`src/logic/tlip_pkg.sv`:
```
// Purpose: Shared constants and carriers for the two-level interrupt priority unit.
// Assumes: 8-bit register port, 21-bit program addresses, one 10 MHz instruction clock.
// Notes:   Offsets are indices on the plain register port, not byte addresses.

package tlip_pkg;

   // ==========================================================================
   // Clock and address widths
   // ==========================================================================
   localparam int unsigned CLK_HZ      = 10_000_000;
   localparam int unsigned PC_W        = 21;
   localparam int unsigned ADDR_W      = 4;

   // Interrupt vectors
   localparam logic [20:0] VEC_HIGH    = 21'h000008;
   localparam logic [20:0] VEC_LOW     = 21'h000018;

   // ==========================================================================
   // Register offsets
   // ==========================================================================
   localparam logic [3:0]  OFF_ICR     = 4'h0;  // interrupt_control_reg
   localparam logic [3:0]  OFF_RCR     = 4'h1;  // reset_control_reg
   localparam logic [3:0]  OFF_CFG     = 4'h2;  // Core source priorities, edge select
   localparam logic [3:0]  OFF_PFLAG   = 4'h3;  // Peripheral flags
   localparam logic [3:0]  OFF_PEN     = 4'h4;  // Peripheral enables
   localparam logic [3:0]  OFF_PPRI    = 4'h5;  // Peripheral priorities
   localparam logic [3:0]  OFF_PORT    = 4'h6;  // change_port_register
   localparam logic [3:0]  OFF_STAT    = 4'h7;  // Service level status

   // ==========================================================================
   // Field positions
   // ==========================================================================
   localparam int unsigned BIT_GIE     = 7;     // global_irq_enable / high_level_global_enable
   localparam int unsigned BIT_PERIPHERAL_IRQ_ENABLE    = 6;     // peripheral_irq_enable / low_level_global_enable
   localparam int unsigned BIT_TMR_IE  = 5;
   localparam int unsigned BIT_EXT_IE  = 4;
   localparam int unsigned BIT_PORT_IE = 3;
   localparam int unsigned BIT_TMR_IF  = 2;
   localparam int unsigned BIT_EXT_IF  = 1;
   localparam int unsigned BIT_PORT_IF = 0;
   localparam int unsigned BIT_PRIORITY_LEVELS_ENABLE    = 7;     // priority_levels_enable in reset_control_reg
   localparam int unsigned BIT_EDGE    = 6;     // Ext pin zero edge: 1 rising, 0 falling

   // ==========================================================================
   // Reset values
   // ==========================================================================
   localparam logic [7:0]  RST_ICR     = 8'h00;
   localparam logic [7:0]  RST_RCR     = 8'h00;
   localparam logic [7:0]  RST_CFG     = 8'h47;
   localparam logic [7:0]  RST_PPRI    = 8'hFF;

   // Register port request
   typedef struct packed {
      logic [3:0] addr;
      logic [7:0] wrData;
      logic       wr;
      logic       rd;
   } tlip_bus_s;

   // Vectoring command to the core
   typedef struct packed {
      logic        push;
      logic [20:0] pushAddr;
      logic        load;
      logic [20:0] loadAddr;
   } tlip_core_s;

endpackage

```
`src/logic/tlip_unit.sv`:
```
// Purpose: Interrupt flags, enables, priorities and vectoring for an 8-bit core.
// Assumes: Core takes a vector command in any cycle and discards the instruction in flight.
// Notes:   Pins pass three flops; core timer and peripheral events are same-clock pulses.

`timescale 1ns/1ns

// Contract
// - High vector 000008h, low vector 000018h
// - High interrupt preempts running low routine
// - Each source has flag, enable, priority
// - Priority levels only when enable bit set
// - High global enable gates high sources
// - Low global enable gates low sources
// - Vector at once when all enables set
// - Compatibility mode: priority ignored, one vector
// - Taking interrupt clears governing global enable
// - Push return address, load vector
// - Return instruction restores cleared global enable
// - Pin events vector in three-four cycles
// - Flags set regardless of any enable
// - Bit 7 global or high enable
// - Bit 6 peripheral or low enable
// - Bits 5-3 enable timer, pin, port
// - Bit 2 timer overflow flag, sticky
// - Bit 1 ext pin flag, sticky
// - Bit 0 port change, mismatch keeps setting
module tlip_unit
   import tlip_pkg::*;
#(
   parameter int unsigned NPERIPH = 8
) (
   input  wire logic              clk_sys,
   input  wire logic              rst,
   input  wire tlip_bus_s         busReq,
   output logic [7:0]             rdData,
   input  wire logic              timerZeroOvf,
   input  wire logic              extPinZero,
   input  wire logic [3:0]        upperPortPins,
   input  wire logic [NPERIPH-1:0] periphEvent,
   input  wire logic [20:0]       returnAddr,
   input  wire logic              returnFromIrq,
   output tlip_core_s             coreCmd
);

   // ==========================================================================
   // Registers and internal state
   // ==========================================================================
   logic [7:0]         icr_reg;
   logic [7:0]         rcr_reg;
   logic [7:0]         cfg_reg;
   logic [NPERIPH-1:0] pFlag_reg;
   logic [NPERIPH-1:0] pEn_reg;
   logic [NPERIPH-1:0] pPri_reg;
   logic [3:0]         portLatch_reg;
   logic               inHigh_reg;
   logic               inLow_reg;
   logic [4:0]         syncA_reg;
   logic [4:0]         syncB_reg;
   logic [4:0]         syncC_reg;
   logic [4:0]         stable_reg;

   logic [4:0]         agree;
   logic               extEvt;
   logic               portMismatch;
   logic [2:0]         coreSet;
   logic [2:0]         coreFlagEff;
   logic [NPERIPH-1:0] pFlagEff;
   logic               priority_levels_enable;
   logic               compatReq;
   logic               hiReq;
   logic               loReq;
   logic               take;
   logic               takeHigh;
   logic [20:0]        vecSel;
   logic               wrIcr;
   logic               rdPort;

   // Request test shared by core and peripheral groups, for either level
   function automatic logic srcReq(input logic [7:0] f,
                                   input logic [7:0] e,
                                   input logic [7:0] p,
                                   input logic       hi);
      srcReq = |(f & e & (hi ? p : ~p));
   endfunction

   // ==========================================================================
   // Pin synchronisers
   // ==========================================================================
   // Bit 4 is ext pin zero, bits 3:0 the upper port pins; first stage feeds only the second
   always_ff @(posedge clk_sys or posedge rst) begin
      if (rst) begin
         syncA_reg <= 5'h00;
         syncB_reg <= 5'h00;
         syncC_reg <= 5'h00;
      end else begin
         syncA_reg <= {extPinZero, upperPortPins};
         syncB_reg <= syncA_reg;
         syncC_reg <= syncB_reg;
      end
   end

   // A pin level counts once the second and third stages agree
   assign agree = ~(syncB_reg ^ syncC_reg);

   // Filtered pin levels; pins held high through reset give one event after release
   always_ff @(posedge clk_sys or posedge rst) begin
      if (rst) begin
         stable_reg <= 5'h00;
      end else begin
         stable_reg <= (agree & syncC_reg) | (~agree & stable_reg);
      end
   end

   // Edge on ext pin zero in the selected direction
   assign extEvt = agree[4] && (syncC_reg[4] != stable_reg[4]) &&
                   (syncC_reg[4] == cfg_reg[BIT_EDGE]);

   // Mismatch against the value last latched by a port read persists until read
   assign portMismatch = (stable_reg[3:0] != portLatch_reg);

   assign rdPort = busReq.rd && (busReq.addr == OFF_PORT);

   // Latch pins on each port read, ending the mismatch
   always_ff @(posedge clk_sys or posedge rst) begin
      if (rst) begin
         portLatch_reg <= 4'h0;
      end else if (rdPort) begin
         portLatch_reg <= stable_reg[3:0];
      end
   end

   // ==========================================================================
   // Event set terms
   // ==========================================================================
   // Flags set with no regard to enables so software can poll them
   assign coreSet = {timerZeroOvf, extEvt, portMismatch};
   assign coreFlagEff = icr_reg[2:0] | coreSet;
   assign pFlagEff    = pFlag_reg | periphEvent;

   // ==========================================================================
   // Request arbitration
   // ==========================================================================
   assign priority_levels_enable = rcr_reg[BIT_PRIORITY_LEVELS_ENABLE];

   // Compatibility mode: priorities ignored, peripheral group under its own enable
   assign compatReq = icr_reg[BIT_GIE] &&
                      ((|(coreFlagEff & icr_reg[5:3])) ||
                       (icr_reg[BIT_PERIPHERAL_IRQ_ENABLE] && (|(pFlagEff & pEn_reg))));

   // Priority mode: high gated by bit 7, low by both bits so low never preempts high
   assign hiReq = priority_levels_enable && icr_reg[BIT_GIE] &&
                  (srcReq(8'(coreFlagEff), 8'(icr_reg[5:3]), 8'(cfg_reg[2:0]), 1'b1) ||
                   srcReq(8'(pFlagEff), 8'(pEn_reg), 8'(pPri_reg), 1'b1));
   assign loReq = priority_levels_enable && icr_reg[BIT_GIE] && icr_reg[BIT_PERIPHERAL_IRQ_ENABLE] &&
                  (srcReq(8'(coreFlagEff), 8'(icr_reg[5:3]), 8'(cfg_reg[2:0]), 1'b0) ||
                   srcReq(8'(pFlagEff), 8'(pEn_reg), 8'(pPri_reg), 1'b0));

   // High wins a tie; a low routine keeps bit 7 set so high can still enter
   assign takeHigh = priority_levels_enable ? hiReq : compatReq;
   assign take     = takeHigh || loReq;
   assign vecSel   = takeHigh ? VEC_HIGH : VEC_LOW;

   assign wrIcr = busReq.wr && (busReq.addr == OFF_ICR);

   // ==========================================================================
   // Interrupt control register
   // ==========================================================================
   // Flag sets win over a software clear in the same cycle
   always_ff @(posedge clk_sys or posedge rst) begin
      if (rst) begin
         icr_reg[2:0] <= RST_ICR[2:0];
      end else if (wrIcr) begin
         icr_reg[2:0] <= busReq.wrData[2:0] | coreSet;
      end else begin
         icr_reg[2:0] <= coreFlagEff;
      end
   end

   // Source enables are plain software bits
   always_ff @(posedge clk_sys or posedge rst) begin
      if (rst) begin
         icr_reg[5:3] <= RST_ICR[5:3];
      end else if (wrIcr) begin
         icr_reg[5:3] <= busReq.wrData[5:3];
      end
   end

   // Global enables: write, then return restores, then entry clears
   always_ff @(posedge clk_sys or posedge rst) begin
      if (rst) begin
         icr_reg[7:6] <= RST_ICR[7:6];
      end else begin
         if (wrIcr) begin
            icr_reg[7:6] <= busReq.wrData[7:6];
         end
         if (returnFromIrq) begin
            if (!priority_levels_enable || inHigh_reg) begin
               icr_reg[BIT_GIE] <= 1'b1;
            end else if (inLow_reg) begin
               icr_reg[BIT_PERIPHERAL_IRQ_ENABLE] <= 1'b1;
            end
         end
         if (take) begin
            if (takeHigh) begin
               icr_reg[BIT_GIE] <= 1'b0;
            end else begin
               icr_reg[BIT_PERIPHERAL_IRQ_ENABLE] <= 1'b0;
            end
         end
      end
   end

   // Service level tracking steers which enable the return restores
   always_ff @(posedge clk_sys or posedge rst) begin
      if (rst) begin
         inHigh_reg <= 1'b0;
         inLow_reg  <= 1'b0;
      end else begin
         if (returnFromIrq) begin
            if (inHigh_reg) begin
               inHigh_reg <= 1'b0;
            end else begin
               inLow_reg <= 1'b0;
            end
         end
         if (take && takeHigh) begin
            inHigh_reg <= 1'b1;
         end
         if (take && !takeHigh) begin
            inLow_reg <= 1'b1;
         end
      end
   end

   // ==========================================================================
   // Other software registers
   // ==========================================================================
   always_ff @(posedge clk_sys or posedge rst) begin
      if (rst) begin
         rcr_reg <= RST_RCR;
         cfg_reg <= RST_CFG;
      end else if (busReq.wr) begin
         if (busReq.addr == OFF_RCR) begin
            rcr_reg <= busReq.wrData & 8'h80;
         end
         if (busReq.addr == OFF_CFG) begin
            cfg_reg <= busReq.wrData & 8'h47;
         end
      end
   end

   // Peripheral enables and priorities
   always_ff @(posedge clk_sys or posedge rst) begin
      if (rst) begin
         pEn_reg  <= '0;
         pPri_reg <= RST_PPRI[NPERIPH-1:0];
      end else if (busReq.wr) begin
         if (busReq.addr == OFF_PEN) begin
            pEn_reg <= busReq.wrData[NPERIPH-1:0];
         end
         if (busReq.addr == OFF_PPRI) begin
            pPri_reg <= busReq.wrData[NPERIPH-1:0];
         end
      end
   end

   // Peripheral flags; an event beats a software clear
   always_ff @(posedge clk_sys or posedge rst) begin
      if (rst) begin
         pFlag_reg <= '0;
      end else if (busReq.wr && busReq.addr == OFF_PFLAG) begin
         pFlag_reg <= busReq.wrData[NPERIPH-1:0] | periphEvent;
      end else begin
         pFlag_reg <= pFlagEff;
      end
   end

   // ==========================================================================
   // Read port
   // ==========================================================================
   // Unmapped offsets read zero
   always_ff @(posedge clk_sys or posedge rst) begin
      if (rst) begin
         rdData <= 8'h00;
      end else if (busReq.rd) begin
         unique case (busReq.addr)
            OFF_ICR:   rdData <= icr_reg;
            OFF_RCR:   rdData <= rcr_reg;
            OFF_CFG:   rdData <= cfg_reg;
            OFF_PFLAG: rdData <= 8'(pFlag_reg);
            OFF_PEN:   rdData <= 8'(pEn_reg);
            OFF_PPRI:  rdData <= 8'(pPri_reg);
            OFF_PORT:  rdData <= {stable_reg[3:0], 4'h0};
            OFF_STAT:  rdData <= {6'h00, inLow_reg, inHigh_reg};
            default:   rdData <= 8'h00;
         endcase
      end else begin
         rdData <= 8'h00;
      end
   end

   // ==========================================================================
   // Vectoring command
   // ==========================================================================
   // One-cycle push and load, taken the cycle after the request is seen
   always_ff @(posedge clk_sys or posedge rst) begin
      if (rst) begin
         coreCmd <= '0;
      end else begin
         coreCmd.push     <= take;
         coreCmd.load     <= take;
         if (take) begin
            coreCmd.pushAddr <= returnAddr;
            coreCmd.loadAddr <= vecSel;
         end
      end
   end
endmodule // tlip_unit
```
`config.mk`:
```
export PLATFORM = sky130hd
export DESIGN_NAME = tlip_unit
export DESIGN_NICKNAME = d
export VERILOG_FILES = /design/src/logic/tlip_pkg.sv /design/src/logic/tlip_unit.sv
export SDC_FILE = /design/constraint.sdc
export NUM_CORES = 1
export LEC_CHECK = 0
export BUFFER_PORTS_ARGS = -buffer_cell sky130_fd_sc_hd__buf_2
export CAP_MARGIN = 20
export CORE_MARGIN = 4
export CORE_UTILIZATION = 40
export DETAILED_ROUTE_END_ITERATION = 10
export PLACE_DENSITY_LB_ADDON = 0.12
export SYNTH_ARGS = -nofsm -noshare
export SYNTH_HDL_FRONTEND = slang
export SYNTH_SLANG_ARGS = --single-unit
```
`constraint.sdc`:
```
create_clock -name clk_sys -period 3.05 [get_ports clk_sys]
set_input_delay 0.1525 -clock clk_sys [delete_from_list [all_inputs] [get_ports clk_sys]]
set_output_delay 0.1525 -clock clk_sys [all_outputs]
set_load 0.02 [all_outputs]
```
==> metrics.yaml <==
ff2ff_setup_slack_ns: 0.50
synth_area_um2: 4170
setup.worst_path.class: "input port to flip-flop"
portBuffers: 84
rr_endpoint: "coreCmd[42]"
slew_violations: 0
critical_path.max_stage_delay_ns: 0.53
cts_root_buf: "clkbuf_8"
clk_pin_slew_ns: 0.09
setup-tns-final_ns: 0
ir_worst_vdd_uv: 561
die_height_um: 110
routed_wirelength_um: 10100
num_rows: 37
grt_use_total_pct: 17.7
synthCells: 336
worst_slew_pin_slew_ns: 0.633
leakage_nw: 2.28
worst-r2r-cell-count: 7
fp.dieW_um: 110
ys.flop_type: "dfrtp_1"
ys_warn_count: 0
drcViolationCount: 0
slew_headroom_pct: 57.5
worstPathRequired_ns: 3.30
final_area_um2: 5120
cp_max_fo: 23
grt_pass1_wl_um: 16300
wl_per_cell_um: 17.0
grt_antenna_before_repair: 1
tritoncts: "yes"
area_growth_pct: 22.8
path_cells: "dlygate4sd3_1 > buf_2 > o21ai_0 > o22ai_1 > nor3_1 > nand4_1 > a21oi_4 > buf_4 > mux2_2"
yosys_register_bits: 95
antenna_cells: 0
grt_setup_unrepaired: "false"
drv_cap: 0
clockBufferDepth: 2
start_util_pct: 40.8
clk_latency_ns: 0.36
cts_max_level: 3
cts_sinks: 95
crit_arrival_ns: 2.81
top_register: "coreCmd"
drt-initial-drc-count: 148
outcome: "finished, final reports clean"
cp-endpoint: "coreCmd[42]"
async_flop_share_pct: 100
drt-pass1-iter-count: 5
timing.final.crit_period_ns: 2.57
ant_nets: 0
gp_congestion: 0.852
syn_area_per_cell_um2: 12.4
cts_resized: 0
fmax_mhz: 389
nets: 502
skew_ns: 0.00917
fp.coreArea_um2: 10200
hp-class: "input port to flip-flop"
grt_pass1_vias: 3123
setup_violations: 0
overflow: 0
cp.depth: 9
synth_cell_type_count: 46
largest_register_ffs: 24
cp-startpoint: "periphEvent[3]"
drive_above_1_share_pct: 38.2
hold_violations: 0
io_pins: 104
critical-path-top-delay-family: "buffers and inverters"
fin_crit_sh_pct: 84.2
cp-end-kind: "flip-flop"
critPathLaunchType: "input port"
grt_start_max_net_pins: 54
placed_cell_area_um2: 4720
cts_setup_buffers: 0
vias_per_cell: 5.18
hpwl_um: 7290
p_per_area_nw_per_um2: 754
synth_edf_count: 0
vias: 3063
crit_slowest_cell: "dlygate4sd3_1"
cts_buffers: 9
dieArea_um2: 12100
path_buf_inv: 3
hold_buffers: 21
ys_seq_area_share_pct: 57.3
reg2reg_from: "pFlag_reg[3]"
-- power by group --
part / internal (mW) / leakage, nW / switching, mW / total [mW]
clock: 0.315 / 0.0938 / 0.484 / 0.799
combinational: 0.585 / 1.09 / 0.673 / 1.26
sequential: 1.59 / 1.09 / 0.221 / 1.81
total: 2.49 / 2.28 / 1.38 / 3.86
-- worst reg2reg max path, stage by stage, from the launching register on --
cell,delay [ns]
dfrtp_1,0.41
o21ai_0,0.41
o22ai_1,0.18
nor3_1,0.32
nand4_1,0.27
a21oi_4,0.18
buf_4,0.30
mux2_2,0.38
-- cell families after synthesis --
logic type,after synthesis,share of synthesized area [%]
and+or+nand+nor,68,8.64
adders and majority gates,5,1.20
xor gates and xnor gates,4,0.840
AOI/OAI and AO/OA,72,12.4
DFF,95,57.3
other,1,0.0899
muxes,51,13.7
buffers and inverters,40,5.79
-- layout by cell type, fill, tap and decap left out, types with 3 or more instances in the layout --
master         instances
nand2b_1               6
dfstp_2               12
nand2_1               20
nand3_1                4
clkbuf_8               9
clkinv_4               3
a22oi_1               14
o211ai_1               5
inv_1                  9
buf_4                  9
nor3_1                 5
xnor2_1                4
a31oi_1                7
nand4_1                4
nor2_1                 8
dfrtp_1               83
mux2_2                48
buf_2                 84
and3_1                11
conb_1                19
a211o_1               10
o21ai_0               13
a21oi_1                4
maj3_1                 5
nor2b_1                3
o22ai_1                6
dlygate4sd3_1         21
-- routing by layer --
layer | vias to the layer above | wire length [um] | global-route usage, %
met3 | 13 | 878 | 4.25
met4 | 2 | 136 | 5.89
met5 | - | 7 | 0
met1 | 1500 | 4440 | 24.4
met2 | 136 | 4610 | 27.6
li1 | 1412 | - | -
-- cell type report --
type | count | area (um2)
repair buffers | 115 | 726
multi-input cells | 219 | 1610
inverters | 10 | 40.0
fillers | 937 | 5110
clock buffers | 9 | 124
flip-flops and latches | 95 | 2390
clock inverters | 7 | 65.1
well taps | 136 | 170
-- per-stage QoR --
stage / setup slack, ns / std cells / power (mW) / util, % / hold WS [ns]
final: 0.483 / 591 / 3.86 / 50.1 / 0.0211
after detailed placement: 0.544 / 554 / 3.08 / 46.2 / 0.237
after global placement: 0.571 / 553 / 3.05 / 45.9 / 0.260
after floorplan: 0.440 / 354 / 2.73 / - / 0.184
after global routing: 0.367 / 591 / 4.12 / 50.1 / 0.00270
after CTS: 0.515 / 591 / 3.91 / 50.1 / 0.00281
-- worst min path at each step --
| stage | from | endpoint | cells after the start |
|---|---|---|---|
| global placement | upperPortPins[0] | syncA_reg[0] | 1 |
| CTS | returnAddr[8] | coreCmd[30] | 2 |
| global route | returnAddr[17] | coreCmd[39] | 2 |
| detailed placement | rst | coreCmd[40] | 2 |
| finish | returnAddr[19] | coreCmd[41] | 2 |
| floorplan | upperPortPins[0] | syncA_reg[0] | 0 |
-- cell usage after synthesis, types with 2 or more instances --
| library cell | number | area share (%) |
|---|---|---|
| o22ai_1 | 6 | 0.90 |
| nor2_1 | 8 | 0.72 |
| buf_4 | 20 | 3.6 |
| nand2b_1 | 6 | 0.90 |
| a22oi_1 | 14 | 2.5 |
| nand4_1 | 4 | 0.60 |
| clkbuf_1 | 6 | 0.54 |
| a21oi_1 | 4 | 0.48 |
| a31oi_1 | 7 | 1.0 |
| mux2i_1 | 2 | 0.48 |
| buf_6 | 2 | 0.54 |
| o211ai_1 | 5 | 0.90 |
| o21ai_0 | 13 | 1.6 |
| inv_1 | 10 | 0.90 |
| o2111ai_1 | 2 | 0.42 |
| xnor2_1 | 4 | 0.84 |
| and3_1 | 11 | 1.6 |
| nand3_1 | 4 | 0.48 |
| nor2b_1 | 3 | 0.45 |
| mux2_2 | 48 | 13 |
| nor3_1 | 5 | 0.60 |
| dfstp_2 | 12 | 7.6 |
| maj3_1 | 5 | 1.2 |
| a21o_1 | 2 | 0.36 |
| nand3b_1 | 2 | 0.36 |
| dfrtp_1 | 83 | 50 |
| nand2_1 | 20 | 1.8 |
| a211o_1 | 10 | 2.1 |
Note: power is estimated with default switching activity, not from simulation.
